===== src/mtp_consts.svh =====
// timing counts, register indices, field positions and code tables for the tach/readback block
`ifndef MTP_CONSTS_SVH
`define MTP_CONSTS_SVH

// register indices; byte address is four times the index
`define MTP_IDX_FAULT   10'h000
`define MTP_IDX_SPEED   10'h001
`define MTP_IDX_PERIOD  10'h002
`define MTP_IDX_KT      10'h003
`define MTP_IDX_ANGLE   10'h005
`define MTP_IDX_CMD     10'h006
`define MTP_IDX_CTRL    10'h040

// control word layout and reset value
`define MTP_CTRL_RST    16'h0000
`define MTP_CTRL_DIV_LO 0
`define MTP_CTRL_OL_LO  4
`define MTP_CTRL_SRC_LO 6
`define MTP_CTRL_CMD_LO 8

// fault word layout and the clear key
`define MTP_FLT_HEAT    15
`define MTP_FLT_OVL     11
`define MTP_FLT_KEY     8'hFF

// time base: 10 us units at a 10 ns clock
`define MTP_CLK_NS      10
`define MTP_TICK_NS     10000
`define MTP_TICK_CYC    (`MTP_TICK_NS / `MTP_CLK_NS)
// tenths of a hertz times 10 us units: 10 * 100000
`define MTP_SPD_NUM     20'hF4240

// divider code for 2-pole motors and its period in drive steps
`define MTP_DIV_2POLE   4'hF
`define MTP_PER_2POLE   6'h03

// sector codes for 0..300 degrees, advance codes for 30..120 degrees
`define MTP_SEC0        8'h00
`define MTP_SEC1        8'h2B
`define MTP_SEC2        8'h55
`define MTP_SEC3        8'h80
`define MTP_SEC4        8'hAB
`define MTP_SEC5        8'hD5
`define MTP_ADV0        8'h16
`define MTP_ADV1        8'h2C
`define MTP_ADV2        8'h3F
`define MTP_ADV3        8'h55

`endif


===== src/mtp_pkg.sv =====
// types shared by the tach/readback block
package mtp_pkg;
  // open-loop pulse behaviour
  typedef enum logic [1:0] {
    MTP_OL_PULSE = 2'h0,
    MTP_OL_HIGH  = 2'h1,
    MTP_OL_FIRST = 2'h2
  } mtp_ol_e;
  // speed command source
  typedef enum logic [1:0] {
    MTP_SRC_PWM    = 2'h0,
    MTP_SRC_ANALOG = 2'h1,
    MTP_SRC_SERIAL = 2'h2
  } mtp_src_e;
  // divider state machine
  typedef enum logic [2:0] {
    MTP_ST_IDLE = 3'h1,
    MTP_ST_DIV  = 3'h2,
    MTP_ST_LOAD = 3'h4
  } mtp_div_st_e;
endpackage


===== src/mtp_top.sv =====
// tach pulse output and diagnostic readback registers on an APB slave
//
// The APB interface to the registers was left to the implementer.
`timescale 1ns/1ps
`include "mtp_consts.svh"
// Behaviour
// four-bit divider sets pulse rate; code 0000 gives one pulse per electrical cycle.
// divider codes cover two pulses per rotation for 2 to 32 poles.
// 4 poles one per cycle, 6 poles two per three, 8 poles one per two.
// pulse follows commanded drive steps, not the sensed rotor.
// locked rotor holds the pulse output high.
// open-loop select: pulse, hold high, or pulse only on first power-on start.
// speed readback in tenths of a hertz from phase-U crossing period.
// period readback counts 10 us units between phase-U crossings.
// back-EMF integrated per half cycle, constant refreshed each electrical cycle.
// start angle stored after inductive sensing, 60 degree resolution.
// start angle is sector code plus advance code, modulo 256.
// supply sampled into an 8-bit code, volts = code * 30 / 256.
// command from PWM duty, analog level or serial write, 8 bits of 255.
// applied command readback shows the duty actually used.
// fault word holds overheat, overload and six stall flags.
// all readback values refresh continuously while running.
// host clears fault flags by writing 0xFF to the fault word.
// readback values sit at the serial target's register indices.
// multi-byte readback values change as one unit.
module mtp_top (
  // apb
  input  wire logic        pclk,
  input  wire logic        presetn,
  input  wire logic        psel,
  input  wire logic        penable,
  input  wire logic        pwrite,
  input  wire logic [11:0] paddr,
  input  wire logic [31:0] pwdata,
  input  wire logic [3:0]  pstrb,
  output logic [31:0]      prdata,
  output logic             pready,
  output logic             pslverr,
  // motor core drive state
  input  wire logic        drv_step,
  input  wire logic        zc_u,
  input  wire logic        spinning,
  input  wire logic        open_loop,
  input  wire logic        lock_active,
  // motor core fault events
  input  wire logic [5:0]  stall_evt,
  input  wire logic        overheat_evt,
  input  wire logic        overload_evt,
  // motor core measurements
  input  wire logic        emf_win,
  input  wire logic        emf_valid,
  input  wire logic [15:0] emf_sample,
  input  wire logic        ipd_done,
  input  wire logic [2:0]  ipd_sector,
  input  wire logic [1:0]  ipd_adv_sel,
  input  wire logic        supply_valid,
  input  wire logic [7:0]  supply_code,
  // speed command sources
  input  wire logic [7:0]  pwm_duty,
  input  wire logic [7:0]  analog_level,
  input  wire logic [7:0]  applied_cmd,
  // outputs
  output logic [7:0]       cmd_value,
  output logic             speed_pulse_out
);
  logic [15:0] ctrl_ff;
  logic [15:0] fault_ff;
  logic [31:0] rdata_ff;
  logic [19:0] acc_ff;
  logic [15:0] kt_ff;
  logic        win_d_ff;
  logic [7:0]  angle_ff;
  logic [7:0]  supply_ff;
  logic [7:0]  cmd_ff;
  logic [7:0]  applied_ff;
  logic        ol_d_ff;
  logic        first_done_ff;
  logic [15:0] nxt_fault;
  logic [15:0] period_w;
  logic [15:0] speed_w;

  // control fields
  wire [3:0] pulse_divider_sel  = ctrl_ff[`MTP_CTRL_DIV_LO +: 4];
  wire [1:0] openloop_pulse_sel = ctrl_ff[`MTP_CTRL_OL_LO +: 2];
  wire [1:0] cmd_src_sel        = ctrl_ff[`MTP_CTRL_SRC_LO +: 2];
  wire [7:0] serial_cmd         = ctrl_ff[`MTP_CTRL_CMD_LO +: 8];

  // apb decode; word index is the byte address over four
  wire [9:0] idx_w    = paddr[11:2];
  wire       algn_w   = (paddr[1:0] == 2'h0);
  wire       hit_flt  = algn_w && (idx_w == `MTP_IDX_FAULT);
  wire       hit_spd  = algn_w && (idx_w == `MTP_IDX_SPEED);
  wire       hit_per  = algn_w && (idx_w == `MTP_IDX_PERIOD);
  wire       hit_kt   = algn_w && (idx_w == `MTP_IDX_KT);
  wire       hit_ang  = algn_w && (idx_w == `MTP_IDX_ANGLE);
  wire       hit_cmd  = algn_w && (idx_w == `MTP_IDX_CMD);
  wire       hit_ctl  = algn_w && (idx_w == `MTP_IDX_CTRL);
  wire       mapped_w = hit_flt || hit_spd || hit_per || hit_kt
                        || hit_ang || hit_cmd || hit_ctl;
  wire       setup_w  = psel && !penable;
  wire       acc_w    = psel && penable;
  wire       wr_w     = acc_w && pwrite && mapped_w;
  wire       wr_ctl   = wr_w && hit_ctl;
  // the clear key must land in byte lane 0
  wire       flt_clr  = wr_w && hit_flt && pstrb[0]
                        && (pwdata[7:0] == `MTP_FLT_KEY);

  // read mux, sampled in the setup phase so the data comes from flops
  wire [15:0] rd_mux =
    hit_flt ? fault_ff :
    hit_spd ? speed_w :
    hit_per ? period_w :
    hit_kt  ? kt_ff :
    hit_ang ? {angle_ff, supply_ff} :
    hit_cmd ? {cmd_ff, applied_ff} :
    hit_ctl ? ctrl_ff : 16'h0000;

  // zero-wait slave; unaligned or unmapped access gets an error
  assign pready  = 1'b1;
  assign pslverr = acc_w && !mapped_w;
  assign prdata  = rdata_ff;

  // read data capture
  always_ff @(posedge pclk or negedge presetn) begin
    if (!presetn) begin
      rdata_ff <= 32'h00000000;
    end else if (setup_w && !pwrite) begin
      rdata_ff <= {16'h0000, rd_mux};
    end
  end

  // control word, byte lanes 0 and 1 honoured
  always_ff @(posedge pclk or negedge presetn) begin
    if (!presetn) begin
      ctrl_ff <= `MTP_CTRL_RST;
    end else if (wr_ctl) begin
      if (pstrb[0]) begin
        ctrl_ff[7:0] <= pwdata[7:0];
      end
      if (pstrb[1]) begin
        ctrl_ff[15:8] <= pwdata[15:8];
      end
    end
  end

  // sticky faults: a new event wins over a clear in the same cycle
  wire [15:0] flt_set = {overheat_evt, 3'h0, overload_evt, 5'h00,
                         stall_evt};
  always_comb begin
    nxt_fault = fault_ff;
    if (flt_clr) begin
      nxt_fault = 16'h0000;
    end
    nxt_fault = nxt_fault | flt_set;
  end
  always_ff @(posedge pclk or negedge presetn) begin
    if (!presetn) begin
      fault_ff <= 16'h0000;
    end else begin
      fault_ff <= nxt_fault;
    end
  end

  // back-EMF integral over the half-cycle window, stored when it closes while spinning
  wire [19:0] acc_sum = acc_ff + {4'h0, emf_sample};
  wire        win_end = win_d_ff && !emf_win;
  always_ff @(posedge pclk or negedge presetn) begin
    if (!presetn) begin
      acc_ff   <= 20'h00000;
      win_d_ff <= 1'b0;
      kt_ff    <= 16'h0000;
    end else begin
      win_d_ff <= emf_win;
      if (!emf_win) begin
        acc_ff <= 20'h00000;
      end else if (emf_valid) begin
        acc_ff <= acc_sum;
      end
      // the sample scale makes the word read as 2 * 1090 per V/Hz
      if (win_end && spinning) begin
        kt_ff <= (acc_ff[19:16] != 4'h0) ? 16'hFFFF : acc_ff[15:0];
      end
    end
  end

  // sector and advance code tables
  function automatic logic [7:0] sector_code(input logic [2:0] s);
    case (s)
      3'h1:    sector_code = `MTP_SEC1;
      3'h2:    sector_code = `MTP_SEC2;
      3'h3:    sector_code = `MTP_SEC3;
      3'h4:    sector_code = `MTP_SEC4;
      3'h5:    sector_code = `MTP_SEC5;
      default: sector_code = `MTP_SEC0;
    endcase
  endfunction
  function automatic logic [7:0] adv_code(input logic [1:0] a);
    case (a)
      2'h1:    adv_code = `MTP_ADV1;
      2'h2:    adv_code = `MTP_ADV2;
      2'h3:    adv_code = `MTP_ADV3;
      default: adv_code = `MTP_ADV0;
    endcase
  endfunction
  // eight-bit add wraps, which is the modulo 256 of the code
  wire [7:0] angle_w = sector_code(ipd_sector) + adv_code(ipd_adv_sel);

  // command source select
  wire [7:0] cmd_w =
    (cmd_src_sel == mtp_pkg::MTP_SRC_SERIAL) ? serial_cmd :
    (cmd_src_sel == mtp_pkg::MTP_SRC_ANALOG) ? analog_level : pwm_duty;

  // start angle, supply, command and applied command readbacks
  always_ff @(posedge pclk or negedge presetn) begin
    if (!presetn) begin
      angle_ff   <= 8'h00;
      supply_ff  <= 8'h00;
      cmd_ff     <= 8'h00;
      applied_ff <= 8'h00;
    end else begin
      if (ipd_done) begin
        angle_ff <= angle_w;
      end
      if (supply_valid) begin
        supply_ff <= supply_code;
      end
      cmd_ff     <= cmd_w;
      applied_ff <= applied_cmd;
    end
  end
  assign cmd_value = cmd_ff;

  // first start completes when the first open-loop phase ends
  always_ff @(posedge pclk or negedge presetn) begin
    if (!presetn) begin
      ol_d_ff       <= 1'b0;
      first_done_ff <= 1'b0;
    end else begin
      ol_d_ff <= open_loop;
      if (ol_d_ff && !open_loop) begin
        first_done_ff <= 1'b1;
      end
    end
  end

  // hold high on lock, or in open loop as the select asks
  wire ol_hold = open_loop
    && ((openloop_pulse_sel == mtp_pkg::MTP_OL_HIGH)
    || (openloop_pulse_sel == mtp_pkg::MTP_OL_FIRST && first_done_ff));
  wire hold_w  = lock_active || ol_hold;

  mtp_pulse_div u_div (
    .pclk      (pclk),
    .presetn   (presetn),
    .drv_step  (drv_step),
    .div_sel   (pulse_divider_sel),
    .hold_high (hold_w),
    .pulse_out (speed_pulse_out)
  );

  mtp_period_meas u_meas (
    .pclk       (pclk),
    .presetn    (presetn),
    .zc_u       (zc_u),
    .spinning   (spinning),
    .period_val (period_w),
    .speed_val  (speed_w)
  );
endmodule // mtp_top


===== src/mtp_pulse_div.sv =====
// tach pulse divider driven by commanded drive steps
`timescale 1ns/1ps
`include "mtp_consts.svh"
module mtp_pulse_div (
  // clock and reset
  input  wire logic       pclk,
  input  wire logic       presetn,
  // drive side
  input  wire logic       drv_step,
  input  wire logic [3:0] div_sel,
  input  wire logic       hold_high,
  // pin
  output logic            pulse_out
);
  logic [5:0] cnt_ff;
  logic       out_ff;
  wire  [5:0] per_w;
  wire  [5:0] nxt_cnt;

  // period in drive steps: 1.5 steps per pole, 4 poles at code 0
  function automatic logic [5:0] steps_of(input logic [3:0] sel);
    if (sel == `MTP_DIV_2POLE) begin
      steps_of = `MTP_PER_2POLE;
    end else begin
      steps_of = ({2'h0, sel} + 6'h02) * 6'h03;
    end
  endfunction

  assign per_w   = steps_of(div_sel);
  // a counter past a shrunken period restarts instead of running away
  assign nxt_cnt = (cnt_ff >= per_w - 6'h01) ? 6'h00 : cnt_ff + 6'h01;

  // count steps; held output restarts the pattern cleanly
  always_ff @(posedge pclk or negedge presetn) begin
    if (!presetn) begin
      cnt_ff <= 6'h00;
      out_ff <= 1'b1;
    end else begin
      if (hold_high) begin
        cnt_ff <= 6'h00;
      end else if (drv_step) begin
        cnt_ff <= nxt_cnt;
      end
      out_ff <= hold_high | (cnt_ff < (per_w >> 1));
    end
  end
  assign pulse_out = out_ff;
endmodule // mtp_pulse_div


===== src/mtp_period_meas.sv =====
// electrical period timer and speed divider on phase-U zero crossings
`timescale 1ns/1ps
`include "mtp_consts.svh"
module mtp_period_meas (
  // clock and reset
  input  wire logic        pclk,
  input  wire logic        presetn,
  // core
  input  wire logic        zc_u,
  input  wire logic        spinning,
  // readback
  output logic [15:0]      period_val,
  output logic [15:0]      speed_val
);
  mtp_pkg::mtp_div_st_e st_ff;
  logic [9:0]  tick_ff;
  logic [15:0] cnt_ff;
  logic [15:0] dsr_ff;
  logic [16:0] rem_ff;
  logic [19:0] quo_ff;
  logic [4:0]  itr_ff;
  logic [15:0] per_ff;
  logic [15:0] spd_ff;
  wire         tick_w;
  wire         take_w;
  wire  [16:0] sh_w;
  wire         ge_w;
  wire  [15:0] meas_w;

  assign tick_w = (tick_ff == 10'(`MTP_TICK_CYC - 1));
  // zero crossings during a division are skipped; it lasts 21 cycles
  assign take_w = zc_u && spinning && (st_ff == mtp_pkg::MTP_ST_IDLE);
  assign sh_w   = {rem_ff[15:0], quo_ff[19]};
  assign ge_w   = (sh_w >= {1'b0, dsr_ff});
  // a tick that completes on the crossing edge still belongs to this period
  assign meas_w = (tick_w && cnt_ff != 16'hFFFF) ? cnt_ff + 16'h0001 : cnt_ff;

  // 10 us tick and saturating period counter
  always_ff @(posedge pclk or negedge presetn) begin
    if (!presetn) begin
      tick_ff <= 10'h000;
      cnt_ff  <= 16'h0000;
    end else begin
      tick_ff <= (tick_w || take_w) ? 10'h000 : tick_ff + 10'h001;
      if (take_w) begin
        cnt_ff <= 16'h0000;
      end else if (tick_w && cnt_ff != 16'hFFFF) begin
        cnt_ff <= cnt_ff + 16'h0001;
      end
    end
  end

  // restoring division of the speed numerator by the period
  always_ff @(posedge pclk or negedge presetn) begin
    if (!presetn) begin
      st_ff  <= mtp_pkg::MTP_ST_IDLE;
      dsr_ff <= 16'h0000;
      rem_ff <= 17'h00000;
      quo_ff <= 20'h00000;
      itr_ff <= 5'h00;
      per_ff <= 16'h0000;
      spd_ff <= 16'h0000;
    end else begin
      case (st_ff)
        mtp_pkg::MTP_ST_IDLE: begin
          if (take_w && meas_w != 16'h0000) begin
            dsr_ff <= meas_w;
            rem_ff <= 17'h00000;
            quo_ff <= `MTP_SPD_NUM;
            itr_ff <= 5'h00;
            st_ff  <= mtp_pkg::MTP_ST_DIV;
          end
        end
        mtp_pkg::MTP_ST_DIV: begin
          rem_ff <= ge_w ? sh_w - {1'b0, dsr_ff} : sh_w;
          quo_ff <= {quo_ff[18:0], ge_w};
          itr_ff <= itr_ff + 5'h01;
          if (itr_ff == 5'h13) begin
            st_ff <= mtp_pkg::MTP_ST_LOAD;
          end
        end
        mtp_pkg::MTP_ST_LOAD: begin
          // both values change on the same edge so a reader never mixes them
          per_ff <= dsr_ff;
          spd_ff <= (quo_ff[19:16] != 4'h0) ? 16'hFFFF : quo_ff[15:0];
          st_ff  <= mtp_pkg::MTP_ST_IDLE;
        end
        default: st_ff <= mtp_pkg::MTP_ST_IDLE;
      endcase
    end
  end
  assign period_val = per_ff;
  assign speed_val  = spd_ff;
endmodule // mtp_period_meas


===== config.mk =====
export PLATFORM = sky130hd
export DESIGN_NAME = mtp_top
export DESIGN_NICKNAME = d
export VERILOG_FILES = /design/src/mtp_pkg.sv /design/src/mtp_top.sv /design/src/mtp_pulse_div.sv /design/src/mtp_period_meas.sv
export VERILOG_INCLUDE_DIRS = /design/src
export SDC_FILE = /design/constraint.sdc
export NUM_CORES = 1
export LEC_CHECK = 0
export BUFFER_PORTS_ARGS = -buffer_cell sky130_fd_sc_hd__buf_2
export CAP_MARGIN = 20
export CORE_MARGIN = 2
export CORE_UTILIZATION = 40
export DETAILED_ROUTE_END_ITERATION = 10
export GPL_TIMING_DRIVEN = 0
export PLACE_DENSITY = 0.62
export SLEW_MARGIN = 40
export SYNTH_ARGS = -nofsm -noshare
export SYNTH_HDL_FRONTEND = slang
export SYNTH_HIERARCHICAL = 1
export SYNTH_SLANG_ARGS = --single-unit

===== constraint.sdc =====
create_clock -name pclk -period 3.8 [get_ports pclk]
set_input_delay 0 -clock pclk [delete_from_list [all_inputs] [get_ports pclk]]
set_output_delay 0 -clock pclk [all_outputs]
set_load 0.02 [all_outputs]

==> impl_metrics.toml <==
[outcome]
status = "finished clean"

[routing]
first_pass_iters = 5
vias = 11010
totalWireLength_mm = 36.36
vias_per_cell = 5.429
ant_nets = 0
drc = 0
drtIter0Drc = 808
routedWlPerCell_microns = 17.94

[synth]
avgSynthCellArea_sq_um = 10.16
synthCells = 1304
yosysUniqueCellTypes = 77
yosys_warnings = 6
ys_seq_area_share_pct = 44.61
ys_async_sr_fraction_pct = 100.0
synth-seq-cells = 236
synth_ff_type = "dfrtp_1"
syn-cell-area_sq_um = 13240
synth_edf_count = 0

[placed_design]
port_buffers = 126
dpl.hpwl_mm = 26.85
place.gp.congestion = 0.9062
dp_slack_ns = -0.07523

[min_path]
worstHoldPathType = "in -> reg"

[power]
pwr_density_cell_nw_per_um2 = 518.5
ir_worst_vdd_uv = 330.7
p_leak_uw = 0.007291
power_uw = 8529

[final_layout]
postLayoutCoreUtil_pct = 50.56
syn_to_final_growth_pct = 24.20
final_common_cell = "dfrtp_1"
final_cell_mix = "dfrtp_1, buf_2, dlygate4sd3_1"
final_nets = 1750
final_layout_size_suffix_gt1_share_pct = 18.43

[floorplan]
core_area_sq_um = 32540
die_x_microns = 186.0
start_util_pct = 40.71
rows = 66
die_h_microns = 186.0
die-area_sq_um = 34580
io_pins = 166

[clock_tree]
cts_root_buffer = "clkbuf_16"
cts.path.max_buffers = 3
cts_tree = "built"
numCtsBuffers = 28
htreeDepth = 1
cts_sinks = 236
clk_pin_slew_ns = 0.06
clk_latency_ns = 0.55

[critical_path]
critPathBufInv = 2
cp_common_cell = "ha_1"
path_class = "reg -> reg"
cp.arrival_ns = 3.98
rrSetupSlack_ns = 0.27
cp-end-kind = "flip-flop"
worst_setup_path_start_kind = "flip-flop"
path_max_fanout = 7
worst_path_max_delay_cell = "or4_1"
worstPathRequired_ns = 4.25
slowest_delay_ns = 0.47
worstPathCellList = "inv_1 -> ha_1 -> inv_1 -> ha_1 -> or3_1 -> nand3_2 -> nand3_1 -> xnor2_1 -> ha_1 -> a21o_1 -> a211oi_2 -> o21ai_2 -> or4_1 -> o21ai_0"
cp_top_family = "simple AND/OR/NAND/NOR gates"

[sta]
fin_crit_sh_pct = 93.02
skew_ns = 0.01500
clock.fmax_mhz = 282.9
setup_ws_ns = 0.2651
finalHoldViolations = 0
rsz0062_at_grt = "no"
worst_pin_slew_ns = 0.7954
slew_viol_final = 0
whs_ns = 0.007194
setup_viol_count_final = 0
tns_ns = 0
relSlewSlack_pct = 46.78
period_needed_ns = 3.535

[grt]
grt_pass1_wl_mm = 57.08
grt.total_usage_pct = 20.85
overflow = 0
grt_max_degree = 77
antenna_found_initial = 0
grt_pass1_vias = 10620

[flow_run]
cap_violations = 0
## timing repair
| action | 4_1_cts | 5_1_grt |
|---|---|---|
| gates resized for setup | 1 | 7 |
| endpoints found under the setup margin | 3 | 50 |
| pin swaps | 0 | 1 |
| setup buffers | 0 | 4 |
| hold buffers | 80 | 0 |
| hold endpoints to repair | 305 | 0 |
## power by group
part	internal, uW	switching (uW)
clock	1760	1080
sequential	2810	286
combinational	1220	1370
total	5790	2740
## worst min-delay path, cell delays in order
cell,delay [ns]
buf_2,0.12
nand2_1,0.06
nor2_1,0.12
o22a_1,0.22
## registers in the layout, summed over array words and instances, names as in the netlist, 5 cells and up
register,cells
acc_ff,20
u_meas/quo_ff,20
ctrl_ff,16
kt_ff,16
prdata,16
u_meas/cnt_ff,16
u_meas/dsr_ff,16
u_meas/period_val,16
u_meas/rem_ff,16
u_meas/speed_val,16
u_meas/tick_ff,10
angle_ff,8
applied_ff,8
cmd_value,8
fault_ff,8
supply_ff,8
u_div/cnt_ff,6
u_meas/itr_ff,5
## cell type report
type / instances / area (sq um)
clock inverter: 15 / 192.7
inverter: 45 / 170.2
buffer: 76 / 389.1
tap: 442 / 553.0
clock buffer: 37 / 805.8
timing repair buffer: 213 / 1564
multi-input combinational: 962 / 6862
antenna: 1 / 2.502
fill: 3045 / 16090
sequential: 236 / 5911
## through the flow
stage,instance area [sq um],std cells
2_1_floorplan,13300,1319
3_3_place_gp,14480,1887
3_5_place_dp,14580,1890
4_1_cts,16390,2022
5_1_grt,16450,2026
6_report,16450,2027
## routing by layer
metal | wire [microns] | part of all wire, % | track usage, % | vias up
met5 | 0 | 0 | 0 | -
met1 | 17100 | 47 | 30.09 | 5363
met4 | 765 | 2.1 | 5.102 | 0
met2 | 16490 | 45 | 33.04 | 296
met3 | 2012 | 5.5 | 2.896 | 51
li1 | - | - | - | 5295
## cells by family after synthesis
| group | count (synthesis) | share of synthesized area (%) |
|---|---|---|
| compound gates | 380 | 19.79 |
| simple gates | 363 | 14.64 |
| flops | 236 | 44.61 |
| buf+inv | 121 | 4.213 |
| mux | 91 | 7.331 |
| fa+ha+maj | 65 | 6.311 |
| xor+xnor | 46 | 3.042 |
| other cells | 2 | 0.05671 |
## worst paths after layout
kind	start	to	cells past startpoint
max in group asynchronous	presetn	u_div/pulse_out	3
max reg2reg	ctrl_ff[1]	u_div/cnt_ff[4]	14
min in group asynchronous	presetn	u_meas/st_ff[0]	2
min	spinning	kt_ff[0]	4
max	ctrl_ff[1]	u_div/cnt_ff[4]	14
min reg2reg	ol_d_ff	first_done_ff	1
## synthesized netlist by cell type (5+ instances only)
library cell  number  area [sq um]
nand3b_1          10         75.07
nor3_1            22         110.1
nand2_1           78         292.8
nor4_1             8         50.05
buf_4             17         127.6
nor2_1            77         289.0
a211o_1            6         52.55
o21ai_0           78         390.4
o21a_1            12         90.09
ha_1              62         775.7
a21o_1            36         270.3
mux2i_1           43         430.4
nand3_1           37         185.2
nand2b_1          18         112.6
a31oi_1            9         56.30
or3_1              9         56.30
a21boi_0           5         37.54
o22ai_1            8         50.05
o211ai_1           6         45.04
xor2_1            18         157.7
a22oi_1           25         187.7
inv_1             44         165.2
o2bb2ai_1         14         122.6
buf_2              7         35.03
and2_1            13         81.33
clkbuf_1          43         161.4
or4_1              6         45.04
a21oi_1           66         330.3
a22o_1            17         148.9
and3_1            10         62.56
a211oi_1          13         97.59
xnor2_1           28         245.2
nand4_1           18         112.6
mux2_2            48         540.5
or2_2              5         31.28
dfrtp_1          234          5856
o22a_1            40         350.3
o31ai_1           14         105.1
nor2b_1           24         150.1
buf_1              5         18.77
No activity file was read; power rests on OpenSTA's default activity.
